`src/wgs_consts.vh`:
```
// Purpose: constants for the wake / gpio / selective wake status bank
// Assumes: 7-bit register addresses, 8-bit data
// Notes: definitions only
`ifndef WGS_CONSTS_VH
`define WGS_CONSTS_VH
`define WGS_ADDR_WAKE_SRC1 7'h47
`define WGS_ADDR_PIN_LVL 7'h48
`define WGS_ADDR_GPIO_OVERCURRENT_FLAG 7'h54
`define WGS_ADDR_GPIO_OPENLOAD_FLAG 7'h55
`define WGS_ADDR_SWK 7'h70
`define WGS_ADDR_SWK_ECNT 7'h71
`define WGS_BIT_GPIO_WAKE 4
`define WGS_BIT_DEV_LVL 7
`define WGS_BIT_CFG_STRAP 6
`define WGS_BIT_GPIO_PIN_LEVEL 4
`define WGS_BIT_WAKE_LVL 0
`define WGS_BIT_GPIO_OVERCURRENT_FLAG 6
`define WGS_BIT_GPIO_OPENLOAD_FLAG 6
`define WGS_BIT_SYNC 6
`define WGS_BIT_SILENCE 3
`define WGS_BIT_SWK_ACTIVE 2
`define WGS_BIT_PATTERN 1
`define WGS_BIT_FRAME 0
`define WGS_ZERO8 8'h00
`define WGS_GPIO_CFG_FO 2'h0
`define WGS_GPIO_CFG_WK 2'h1
`define WGS_GPIO_CFG_LS 2'h2
`define WGS_GPIO_CFG_HS 2'h3
`define WGS_TRX_SWK_BIT 2
`define WGS_TRX_NO_ACT 3'h4
`define WGS_TRX_RESET 3'h0
`define WGS_ECNT_MSB 5
`define WGS_PIN_COUNT 4
`endif

```
`src/wgs_sync2.v`:
```
// Purpose: two-flop synchroniser for a vector of pin levels
// Assumes: single clock clk, synchronous reset rst
// Notes: first stage is read only by the second
`timescale 1ns/1ps
`default_nettype none
module wgs_sync2 #(
	parameter W = 4
) (
	input wire clk,
	input wire rst,
	input wire [W-1:0] din,
	output wire [W-1:0] dout
);
	reg [W-1:0] meta_q;
	reg [W-1:0] sync_q;
	always @(posedge clk) begin
		if (rst) begin
			meta_q <= {W{1'b0}};
			sync_q <= {W{1'b0}};
		end else begin
			meta_q <= din;
			sync_q <= meta_q;
		end
	end
	assign dout = sync_q;
endmodule // wgs_sync2
`default_nettype wire

```
`src/wgs_sticky.v`:
```
// Purpose: sticky status flag, set by event, cleared by software
// Assumes: clr and set are on clk
// Notes: set wins over a clear in the same cycle
`timescale 1ns/1ps
`default_nettype none
module wgs_sticky (
	input wire clk,
	input wire rst,
	input wire set,
	input wire clr,
	output wire flag
);
	reg flag_q;
	always @(posedge clk) begin
		if (rst)
			flag_q <= 1'b0;
		else if (set)
			flag_q <= 1'b1;
		else if (clr)
			flag_q <= 1'b0;
	end
	assign flag = flag_q;
endmodule // wgs_sticky
`default_nettype wire

```
`src/wgs_status_bank.v`:
```
// Purpose: wake, pin level, gpio fault and selective wake status registers
// Assumes: register port with address, read strobe and clear strobe
// Notes: pin levels and strap come from pins and are synchronised
//   status flags are single bits; the error count passes straight through
//   bus timeout has no clear here, its owner register lives elsewhere
//   read data is registered, so it lags the read strobe by one cycle
//
// Overview of operation
// - gpio wake event sets wake source bit 4 until software clears it.
// - reserved bits in every status register read as zero.
// - pin level bit 7 shows test pin: 0 user, 1 development mode.
// - pin level bit 6 shows interrupt pin pull-up strap state.
// - pin level bit 4 shows gpio pin level in wake/low/high switch use.
// - bit 0 shows wake pin level; refreshed in normal, stop, init, restart.
// - in cyclic sense or wake, levels refresh only after each sample.
// - gpio level refreshes only for wake/switch use without cyclic sense.
// - a disabled feature's level bit stops refreshing.
// - high-voltage measurement enabled clears both level bits, no refresh.
// - overcurrent bit 6 sets on gpio switch overcurrent.
// - one overcurrent flag for both switches, held until cleared.
// - open-load bit 6 sets on open load in high-side switch use.
// - sync bit 6 is 1 only after an error-free bus frame.
// - silence bit 3 set when bus silent beyond silence time.
// - active bit 2 needs no system error, config valid, mode bit 2.
// - selective wake activates on mode change, except to code 100.
// - pattern sets bit 1, matching wake frame sets bit 0.
// - timeout flag sets with silence while mode bit 2, stays set.
`timescale 1ns/1ps
`default_nettype none
`include "wgs_consts.vh"
module wgs_status_bank (
	input wire clk,
	input wire rst,
	input wire [6:0] regAddr,
	input wire regRead,
	input wire regClear,
	output reg [7:0] regRdata,
	input wire wakePin,
	input wire gpioPin,
	input wire testPin,
	input wire intStrapPin,
	input wire modeActive,
	input wire cyclicMode,
	input wire sampleStrobe,
	input wire wakeEnable,
	input wire gpioEnable,
	input wire [1:0] gpioConfig,
	input wire gpioCyclicSense,
	input wire hvMeasureEnable,
	input wire gpioWakeEvent,
	input wire gpioOvercurrentEvent,
	input wire gpioOpenloadEvent,
	input wire frameOk,
	input wire busSilent,
	input wire wakePatternEvent,
	input wire wakeFrameEvent,
	input wire swkSystemError,
	input wire configValid,
	input wire [2:0] trxMode,
	input wire trxModeWrite,
	input wire [5:0] errorCount,
	output wire busTimeoutFlag,
	output wire selectiveWakeActive
);
	wire [3:0] pinSync;
	wire wakeSync;
	wire gpioSync;
	wire testSync;
	wire strapSync;
	wire clrWake1;
	wire clrOc;
	wire clrOl;
	wire gpioWakeFlag;
	wire gpioOvercurrentFlag;
	wire gpioOpenloadFlag;
	wire gpioAsSwitch;
	wire gpioLevelUse;
	wire refreshTick;
	wire swkMode;
	wire gpioWakeSet;
	wire gpioOvercurrentSet;
	wire gpioOpenloadSet;
	wire modeChangeArms;

	reg wakePinLevel_q;
	reg wakePinLevel_d;
	reg gpioPinLevel_q;
	reg gpioPinLevel_d;
	reg devModeLevel_q;
	reg strapState_q;

	reg syncSeen_q;
	reg silence_q;
	reg active_q;
	reg active_d;
	reg pattern_q;
	reg frame_q;
	reg timeout_q;
	reg [2:0] trxPrev_q;
	reg [7:0] readWord_d;

	function clear_hit;
		input [6:0] addr;
		input [6:0] target;
		input clr;
		begin
			clear_hit = clr && (addr == target);
		end
	endfunction

	// gpio use decode, shared by flag gating and level refresh
	function gpio_cfg_is;
		input [1:0] cfg;
		input [1:0] code;
		begin
			gpio_cfg_is = (cfg == code);
		end
	endfunction

	// only the synchronised copy feeds logic; raw pins are never read
	wgs_sync2 #(
		.W(`WGS_PIN_COUNT)
	) pinSyncInst (
		.clk(clk),
		.rst(rst),
		.din({intStrapPin, testPin, gpioPin, wakePin}),
		.dout(pinSync)
	);
	assign wakeSync = pinSync[0];
	assign gpioSync = pinSync[1];
	assign testSync = pinSync[2];
	assign strapSync = pinSync[3];

	// a clear aimed at any other address leaves these flags alone
	assign clrWake1 = clear_hit(regAddr, `WGS_ADDR_WAKE_SRC1, regClear);
	assign clrOc = clear_hit(regAddr, `WGS_ADDR_GPIO_OVERCURRENT_FLAG, regClear);
	assign clrOl = clear_hit(regAddr, `WGS_ADDR_GPIO_OPENLOAD_FLAG, regClear);

	// events outside the matching gpio use are dropped, not queued
	assign gpioWakeSet = gpioWakeEvent &&
		gpio_cfg_is(gpioConfig, `WGS_GPIO_CFG_WK);
	assign gpioAsSwitch = gpio_cfg_is(gpioConfig, `WGS_GPIO_CFG_LS) ||
		gpio_cfg_is(gpioConfig, `WGS_GPIO_CFG_HS);
	assign gpioOvercurrentSet = gpioOvercurrentEvent &&
		gpioAsSwitch;
	assign gpioOpenloadSet = gpioOpenloadEvent &&
		gpio_cfg_is(gpioConfig, `WGS_GPIO_CFG_HS);

	wgs_sticky wakeFlagInst (
		.clk(clk),
		.rst(rst),
		.set(gpioWakeSet),
		.clr(clrWake1),
		.flag(gpioWakeFlag)
	);

	// flag persists after reconfiguration; only the clear drops it
	wgs_sticky ocFlagInst (
		.clk(clk),
		.rst(rst),
		.set(gpioOvercurrentSet),
		.clr(clrOc),
		.flag(gpioOvercurrentFlag)
	);

	wgs_sticky olFlagInst (
		.clk(clk),
		.rst(rst),
		.set(gpioOpenloadSet),
		.clr(clrOl),
		.flag(gpioOpenloadFlag)
	);

	// fail output use reports through the failure flag elsewhere
	assign gpioLevelUse = gpioEnable && !gpioCyclicSense &&
		!gpio_cfg_is(gpioConfig, `WGS_GPIO_CFG_FO);
	assign refreshTick = modeActive && (!cyclicMode || sampleStrobe);

	// hv measurement wins over any refresh
	always @* begin
		wakePinLevel_d = wakePinLevel_q;
		gpioPinLevel_d = gpioPinLevel_q;
		if (hvMeasureEnable) begin
			wakePinLevel_d = 1'b0;
			gpioPinLevel_d = 1'b0;
		end else if (refreshTick) begin
			if (wakeEnable)
				wakePinLevel_d = wakeSync;
			if (gpioLevelUse)
				gpioPinLevel_d = gpioSync;
		end
	end

	always @(posedge clk) begin
		if (rst) begin
			wakePinLevel_q <= 1'b0;
			gpioPinLevel_q <= 1'b0;
		end else begin
			wakePinLevel_q <= wakePinLevel_d;
			gpioPinLevel_q <= gpioPinLevel_d;
		end
	end

	// straps are followed all the time, so a late pull-up change shows up
	always @(posedge clk) begin
		if (rst) begin
			devModeLevel_q <= 1'b0;
			strapState_q <= 1'b0;
		end else begin
			devModeLevel_q <= testSync;
			strapState_q <= strapSync;
		end
	end

	assign swkMode = trxMode[`WGS_TRX_SWK_BIT];

	// a rewrite of the same mode does not re-arm; code 100 never arms
	assign modeChangeArms = trxModeWrite && (trxMode != trxPrev_q) &&
		(trxMode != `WGS_TRX_NO_ACT);

	always @* begin
		active_d = active_q;
		if (swkSystemError || !configValid || !swkMode)
			active_d = 1'b0;
		else if (modeChangeArms)
			active_d = 1'b1;
	end

	// status bits below follow the selective wake engine; pattern and frame
	// hold until the active bit drops, which a system error also causes
	always @(posedge clk) begin
		if (rst)
			active_q <= 1'b0;
		else
			active_q <= active_d;
	end

	// last written mode, so a repeated write is not taken as a change
	always @(posedge clk) begin
		if (rst)
			trxPrev_q <= `WGS_TRX_RESET;
		else if (trxModeWrite)
			trxPrev_q <= trxMode;
	end

	always @(posedge clk) begin
		if (rst)
			syncSeen_q <= 1'b0;
		else if (!active_q)
			syncSeen_q <= 1'b0;
		else if (frameOk)
			syncSeen_q <= 1'b1;
	end

	// a registered view of the bus, gated by the active bit, not sticky
	always @(posedge clk) begin
		if (rst)
			silence_q <= 1'b0;
		else
			silence_q <= active_q && busSilent;
	end

	always @(posedge clk) begin
		if (rst)
			pattern_q <= 1'b0;
		else if (wakePatternEvent)
			pattern_q <= 1'b1;
		else if (!active_q)
			pattern_q <= 1'b0;
	end

	always @(posedge clk) begin
		if (rst)
			frame_q <= 1'b0;
		else if (wakeFrameEvent && active_q)
			frame_q <= 1'b1;
		else if (!active_q)
			frame_q <= 1'b0;
	end

	// timeout is cleared through the bus status bank, not here
	always @(posedge clk) begin
		if (rst)
			timeout_q <= 1'b0;
		else if (silence_q && swkMode)
			timeout_q <= 1'b1;
	end

	// both outputs come straight from flops
	assign busTimeoutFlag = timeout_q;
	assign selectiveWakeActive = active_q;

	// read word decoded combinationally; unmapped addresses read zero
	always @* begin
		readWord_d = `WGS_ZERO8;
		case (regAddr)
		`WGS_ADDR_WAKE_SRC1: begin
			readWord_d[`WGS_BIT_GPIO_WAKE] = gpioWakeFlag;
		end
		`WGS_ADDR_PIN_LVL: begin
			readWord_d[`WGS_BIT_DEV_LVL] = devModeLevel_q;
			readWord_d[`WGS_BIT_CFG_STRAP] = strapState_q;
			readWord_d[`WGS_BIT_GPIO_PIN_LEVEL] = gpioPinLevel_q;
			readWord_d[`WGS_BIT_WAKE_LVL] = wakePinLevel_q;
		end
		`WGS_ADDR_GPIO_OVERCURRENT_FLAG: begin
			readWord_d[`WGS_BIT_GPIO_OVERCURRENT_FLAG] = gpioOvercurrentFlag;
		end
		`WGS_ADDR_GPIO_OPENLOAD_FLAG: begin
			readWord_d[`WGS_BIT_GPIO_OPENLOAD_FLAG] = gpioOpenloadFlag;
		end
		`WGS_ADDR_SWK: begin
			readWord_d[`WGS_BIT_SYNC] = syncSeen_q;
			readWord_d[`WGS_BIT_SILENCE] = silence_q;
			readWord_d[`WGS_BIT_SWK_ACTIVE] = active_q;
			readWord_d[`WGS_BIT_PATTERN] = pattern_q;
			readWord_d[`WGS_BIT_FRAME] = frame_q;
		end
		`WGS_ADDR_SWK_ECNT: begin
			readWord_d[`WGS_ECNT_MSB:0] = errorCount;
		end
		default: begin
			readWord_d = `WGS_ZERO8;
		end
		endcase
	end

	// data output holds between reads, so a late sample never sees it move
	always @(posedge clk) begin
		if (rst)
			regRdata <= `WGS_ZERO8;
		else if (regRead)
			regRdata <= readWord_d;
	end
endmodule // wgs_status_bank
`default_nettype wire

```
`config.mk`:
```
export PLATFORM = sky130hd
export DESIGN_NAME = wgs_status_bank
export DESIGN_NICKNAME = d
export VERILOG_FILES = /design/src/wgs_sync2.v /design/src/wgs_sticky.v /design/src/wgs_status_bank.v
export VERILOG_INCLUDE_DIRS = /design/src
export SDC_FILE = /design/constraint.sdc
export NUM_CORES = 1
export LEC_CHECK = 0
export BUFFER_PORTS_ARGS = -buffer_cell sky130_fd_sc_hd__buf_2
export CAP_MARGIN = 20
export CORE_ASPECT_RATIO = 1.2
export CORE_MARGIN = 1
export CORE_UTILIZATION = 47
export DETAILED_ROUTE_END_ITERATION = 7
export PLACE_DENSITY = 0.81
export SLEW_MARGIN = 25
export SYNTH_ARGS = -nofsm -noshare
export SYNTH_HDL_FRONTEND = slang
export SYNTH_SLANG_ARGS = --single-unit
```
`constraint.sdc`:
```
create_clock -name clk -period 1.4 [get_ports clk]
set_input_delay 0.07 -clock clk [delete_from_list [all_inputs] [get_ports clk]]
set_output_delay 0.07 -clock clk [all_outputs]
set_load 0.05 [all_outputs]
```
==> impl_metrics.py <==
metrics = {
    "sta": {
        "worst_pin_slew_ns": 0.396,
        "period_share_pct": 84.2,
        "drv_slew": 0,
        "clock_skew_ns": 0.00693,
        "finalSetupViolCount": 0,
        "fin_hold_ws_ns": 0.0123,
        "relSlewSlack_pct": 73.2,
        "rsz0062_at_grt": "false",
        "hold_viol": 0,
        "fin_setup_tns_ns": 0,
        "max_freq_ghz": 0.849,
        "fin_crit_ns": 1.18,
    },
    "logic_synthesis": {
        "synth_seq_cells": 32,
        "synth_cells": 134,
        "syn_nets": 177,
        "ys_warn_count": 0,
        "seq_area_frac_synth_pct": 48.5,
        "mappedNetlistArea_um2": 1320,
        "syn_area_per_cell_um2": 9.85,
        "netlist-cell-type-count": 36,
    },
    "critical_path": {
        "cpMaxStageDelayCell": "dfxtp_1",
        "crit_required_ns": 1.65,
        "r2r_cells": 4,
        "rr_startpoint": "syncSeen_q",
        "path_delay_family": "compound AO/OA/AOI/OAI gates",
        "reg2reg_slack_ns": 0.22,
        "critPathMaxStageDelay_ns": 0.36,
        "cp_num_buf_inv": 0,
        "crit_chain": "nand3b_1 -> a211o_2 -> o21a_1 -> a311oi_2",
        "worstSetupPathType": "reg2reg",
        "cp_data_arrival_time_ns": 1.43,
        "critPathMaxFanout": 2,
        "startpoint_type": "flop",
        "cp-end-kind": "flop",
        "r2r-end": "regRdata[6]",
    },
    "clock_network": {
        "postCtsResizedCells": 0,
        "root_buffer": "clkbuf_4",
        "cts_made_buffers": 5,
        "clkSlewWorstSetupHoldPaths_ns": 0.10,
        "cts_tree": "built",
        "htree_levels": 2,
        "cts_buffer_depth": 2,
        "clock-sinks": 32,
        "insertion_delay_ns": 0.33,
    },
    "power_and_ir_drop": {
        "powerDensity_nw_per_um2": 951,
        "finalPower_uw": 1710,
        "switching_share_pct": 24.1,
        "share_comb_of_total_power_pct": 12.6,
        "pwr-share-seq_pct": 55.7,
        "p_clk_share_pct": 31.8,
        "ir_drop_mv": 0.780,
        "p_switching_uw": 412,
        "leakage_uw": 0.000773,
        "internal-power_uw": 1290,
    },
    "global_route": {
        "grt_use_total_pct": 20.7,
        "grt_pass1_wl_um": 4570,
        "overflow": 0,
        "grt_max_degree": 19,
        "grt_pass1_vias": 1106,
        "antenna_found_initial": 0,
    },
    "routing": {
        "wire_per_inst_um": 12.0,
        "vias_per_cell": 5.14,
        "drt_iter0_markers": 17,
        "ant_nets": 0,
        "firstDrtPassIters": 4,
        "drc": 0,
        "wl_um": 2840,
        "vias": 1219,
    },
    "place": {
        "placed_cells": 217,
        "dp_hpwl_um": 2030,
        "routabilityCongestion": 0.785,
        "numPortBuffers": 52,
    },
    "min_path": {
        "holdPathStages": 3,
        "min_to": "regRdata[5]",
        "min_from": "errorCount[5]",
        "min_path_type": "in2reg",
    },
    "cells_and_area": {
        "layout.cells.non_filler": 237,
        "mostFrequentLayoutCells": "52 x buf_2, 32 x dfxtp_1, 13 x nor2_1",
        "nets": 246,
        "antenna_cells": 0,
        "drive_above_1_share_pct": 34.8,
        "syn_to_final_growth_pct": 35.9,
        "final_common_cell": "buf_2",
    },
    "status": {
        "status": "complete, no violations",
    },
    "floorplan": {
        "io_pins": 53,
        "core_area_um2": 2600,
        "die_w_um": 50.4,
        "rows": 20,
        "die_area_um2": 3030,
        "die_h_um": 60.1,
        "start_util_pct": 50.7,
    },
    "job": {
        "max-cap-violations": 0,
    },
}
area by class of cell:
cell class	instances	area (um2)
Clock inverter	2	10.0
Tap cell	33	41.3
Clock buffer	6	51.3
Sequential cell	32	641
Inverter	1	3.75
Multi-Input combinational cell	96	644
Fill cell	230	808
Timing Repair Buffer	67	403
sequential cells by signal, summed over array words and instances, names as in the netlist:
| register | flops |
|---|---|
| strapState_q | 1 |
| pattern_q | 1 |
| selectiveWakeActive | 1 |
| ocFlagInst.flag | 1 |
| trxPrev_q | 3 |
| pinSyncInst.meta_q | 4 |
| silence_q | 1 |
| gpioPinLevel_q | 1 |
| regRdata | 8 |
| frame_q | 1 |
| busTimeoutFlag | 1 |
| pinSyncInst.dout | 4 |
| wakePinLevel_q | 1 |
| syncSeen_q | 1 |
| wakeFlagInst.flag | 1 |
| devModeLevel_q | 1 |
| olFlagInst.flag | 1 |
through the flow:
step                      area [um2]  setup WS [ns]  util (%)
final                           1790          0.222      68.9
after detailed placement        1610         0.0370      62.0
after global routing            1790          0.160      68.9
after floorplan                 1320          0.210         -
after CTS                       1790          0.218      68.9
after global placement          1610         0.0816      62.0
what timing repair did:
action / CTS / global route
buffers inserted: 0 / 0
hold buffers: 12 / 0
setup endpoints to repair: 0 / 0
hold endpoints to repair: 12 / 0
worst reg2reg max path, delay by kind of cell (launching register included):
kind	cells	cell delay (ns)
simple gates	1	0.09
flops	1	0.36
compound gates	3	0.65
per-layer routing:
layer	track usage [%]	wire length (um)	up-vias
met3	6.62	138	6
met1	21.4	1130	564
met2	38.3	1520	32
met5	0	0	-
met4	9.13	45	0
li1	-	-	617
Yosys cell counts (all sizes together):
| cell | count | share of area, % |
|---|---|---|
| dfxtp | 32 | 49 |
| nor2 | 13 | 3.7 |
| nor2b | 12 | 5.7 |
| a21oi | 11 | 4.2 |
| nand2b | 9 | 4.3 |
| mux2i | 5 | 3.8 |
| nand2 | 5 | 1.4 |
| nand3 | 5 | 1.9 |
| buf | 4 | 2.1 |
| mux2 | 4 | 3.4 |
| nand3b | 4 | 2.3 |
| nor3 | 3 | 1.1 |
| or3b | 3 | 2.0 |
| a211oi | 2 | 1.1 |
| and3 | 2 | 0.95 |
| nand4 | 2 | 0.95 |
| nand4bb | 2 | 2.9 |
| o21ai | 2 | 0.76 |
| a211o | 1 | 0.76 |
| a22oi | 1 | 0.57 |
| a311oi | 1 | 1.1 |
| a31oi | 1 | 0.47 |
| a32oi | 1 | 0.66 |
| and3b | 1 | 0.66 |
| clkbuf | 1 | 0.28 |
| inv | 1 | 0.28 |
| nor3b | 1 | 0.95 |
| nor4b | 1 | 0.66 |
| o2111ai | 1 | 0.66 |
| o211ai | 1 | 0.57 |
| o21a | 1 | 0.57 |
| o41ai | 1 | 0.66 |
power groups by stage:
stage,clock network [uW],logic (uW),registers [uW]
final,542,214,950
after global routing,602,234,953
after CTS,559,213,950
after detailed placement,0,187,971
after global placement,0,182,970
after floorplan,0,88.6,980
cell families (layout without fill, tap and decap cells):
family	Yosys count	in the layout	synth area share, %
multiplexers	9	9	7.20
AND/OR/NAND/NOR	63	63	29.5
flip-flops	32	32	48.5
AO/OA/AOI/OAI	24	24	12.1
buffers and inverters	6	76	2.65
worst max path at each step:
stage	startpoint	endpoint	slack, ns	depth (start not counted)
floorplan	selectiveWakeActive	regRdata[2]	0.21	3
global placement	regAddr[3]	regRdata[6]	0.08	5
detailed placement	regAddr[3]	regRdata[6]	0.04	5
CTS	syncSeen_q	regRdata[6]	0.22	4
global route	syncSeen_q	regRdata[6]	0.16	4
finish	syncSeen_q	regRdata[6]	0.22	4
Power figures use the tool's default switching activity.
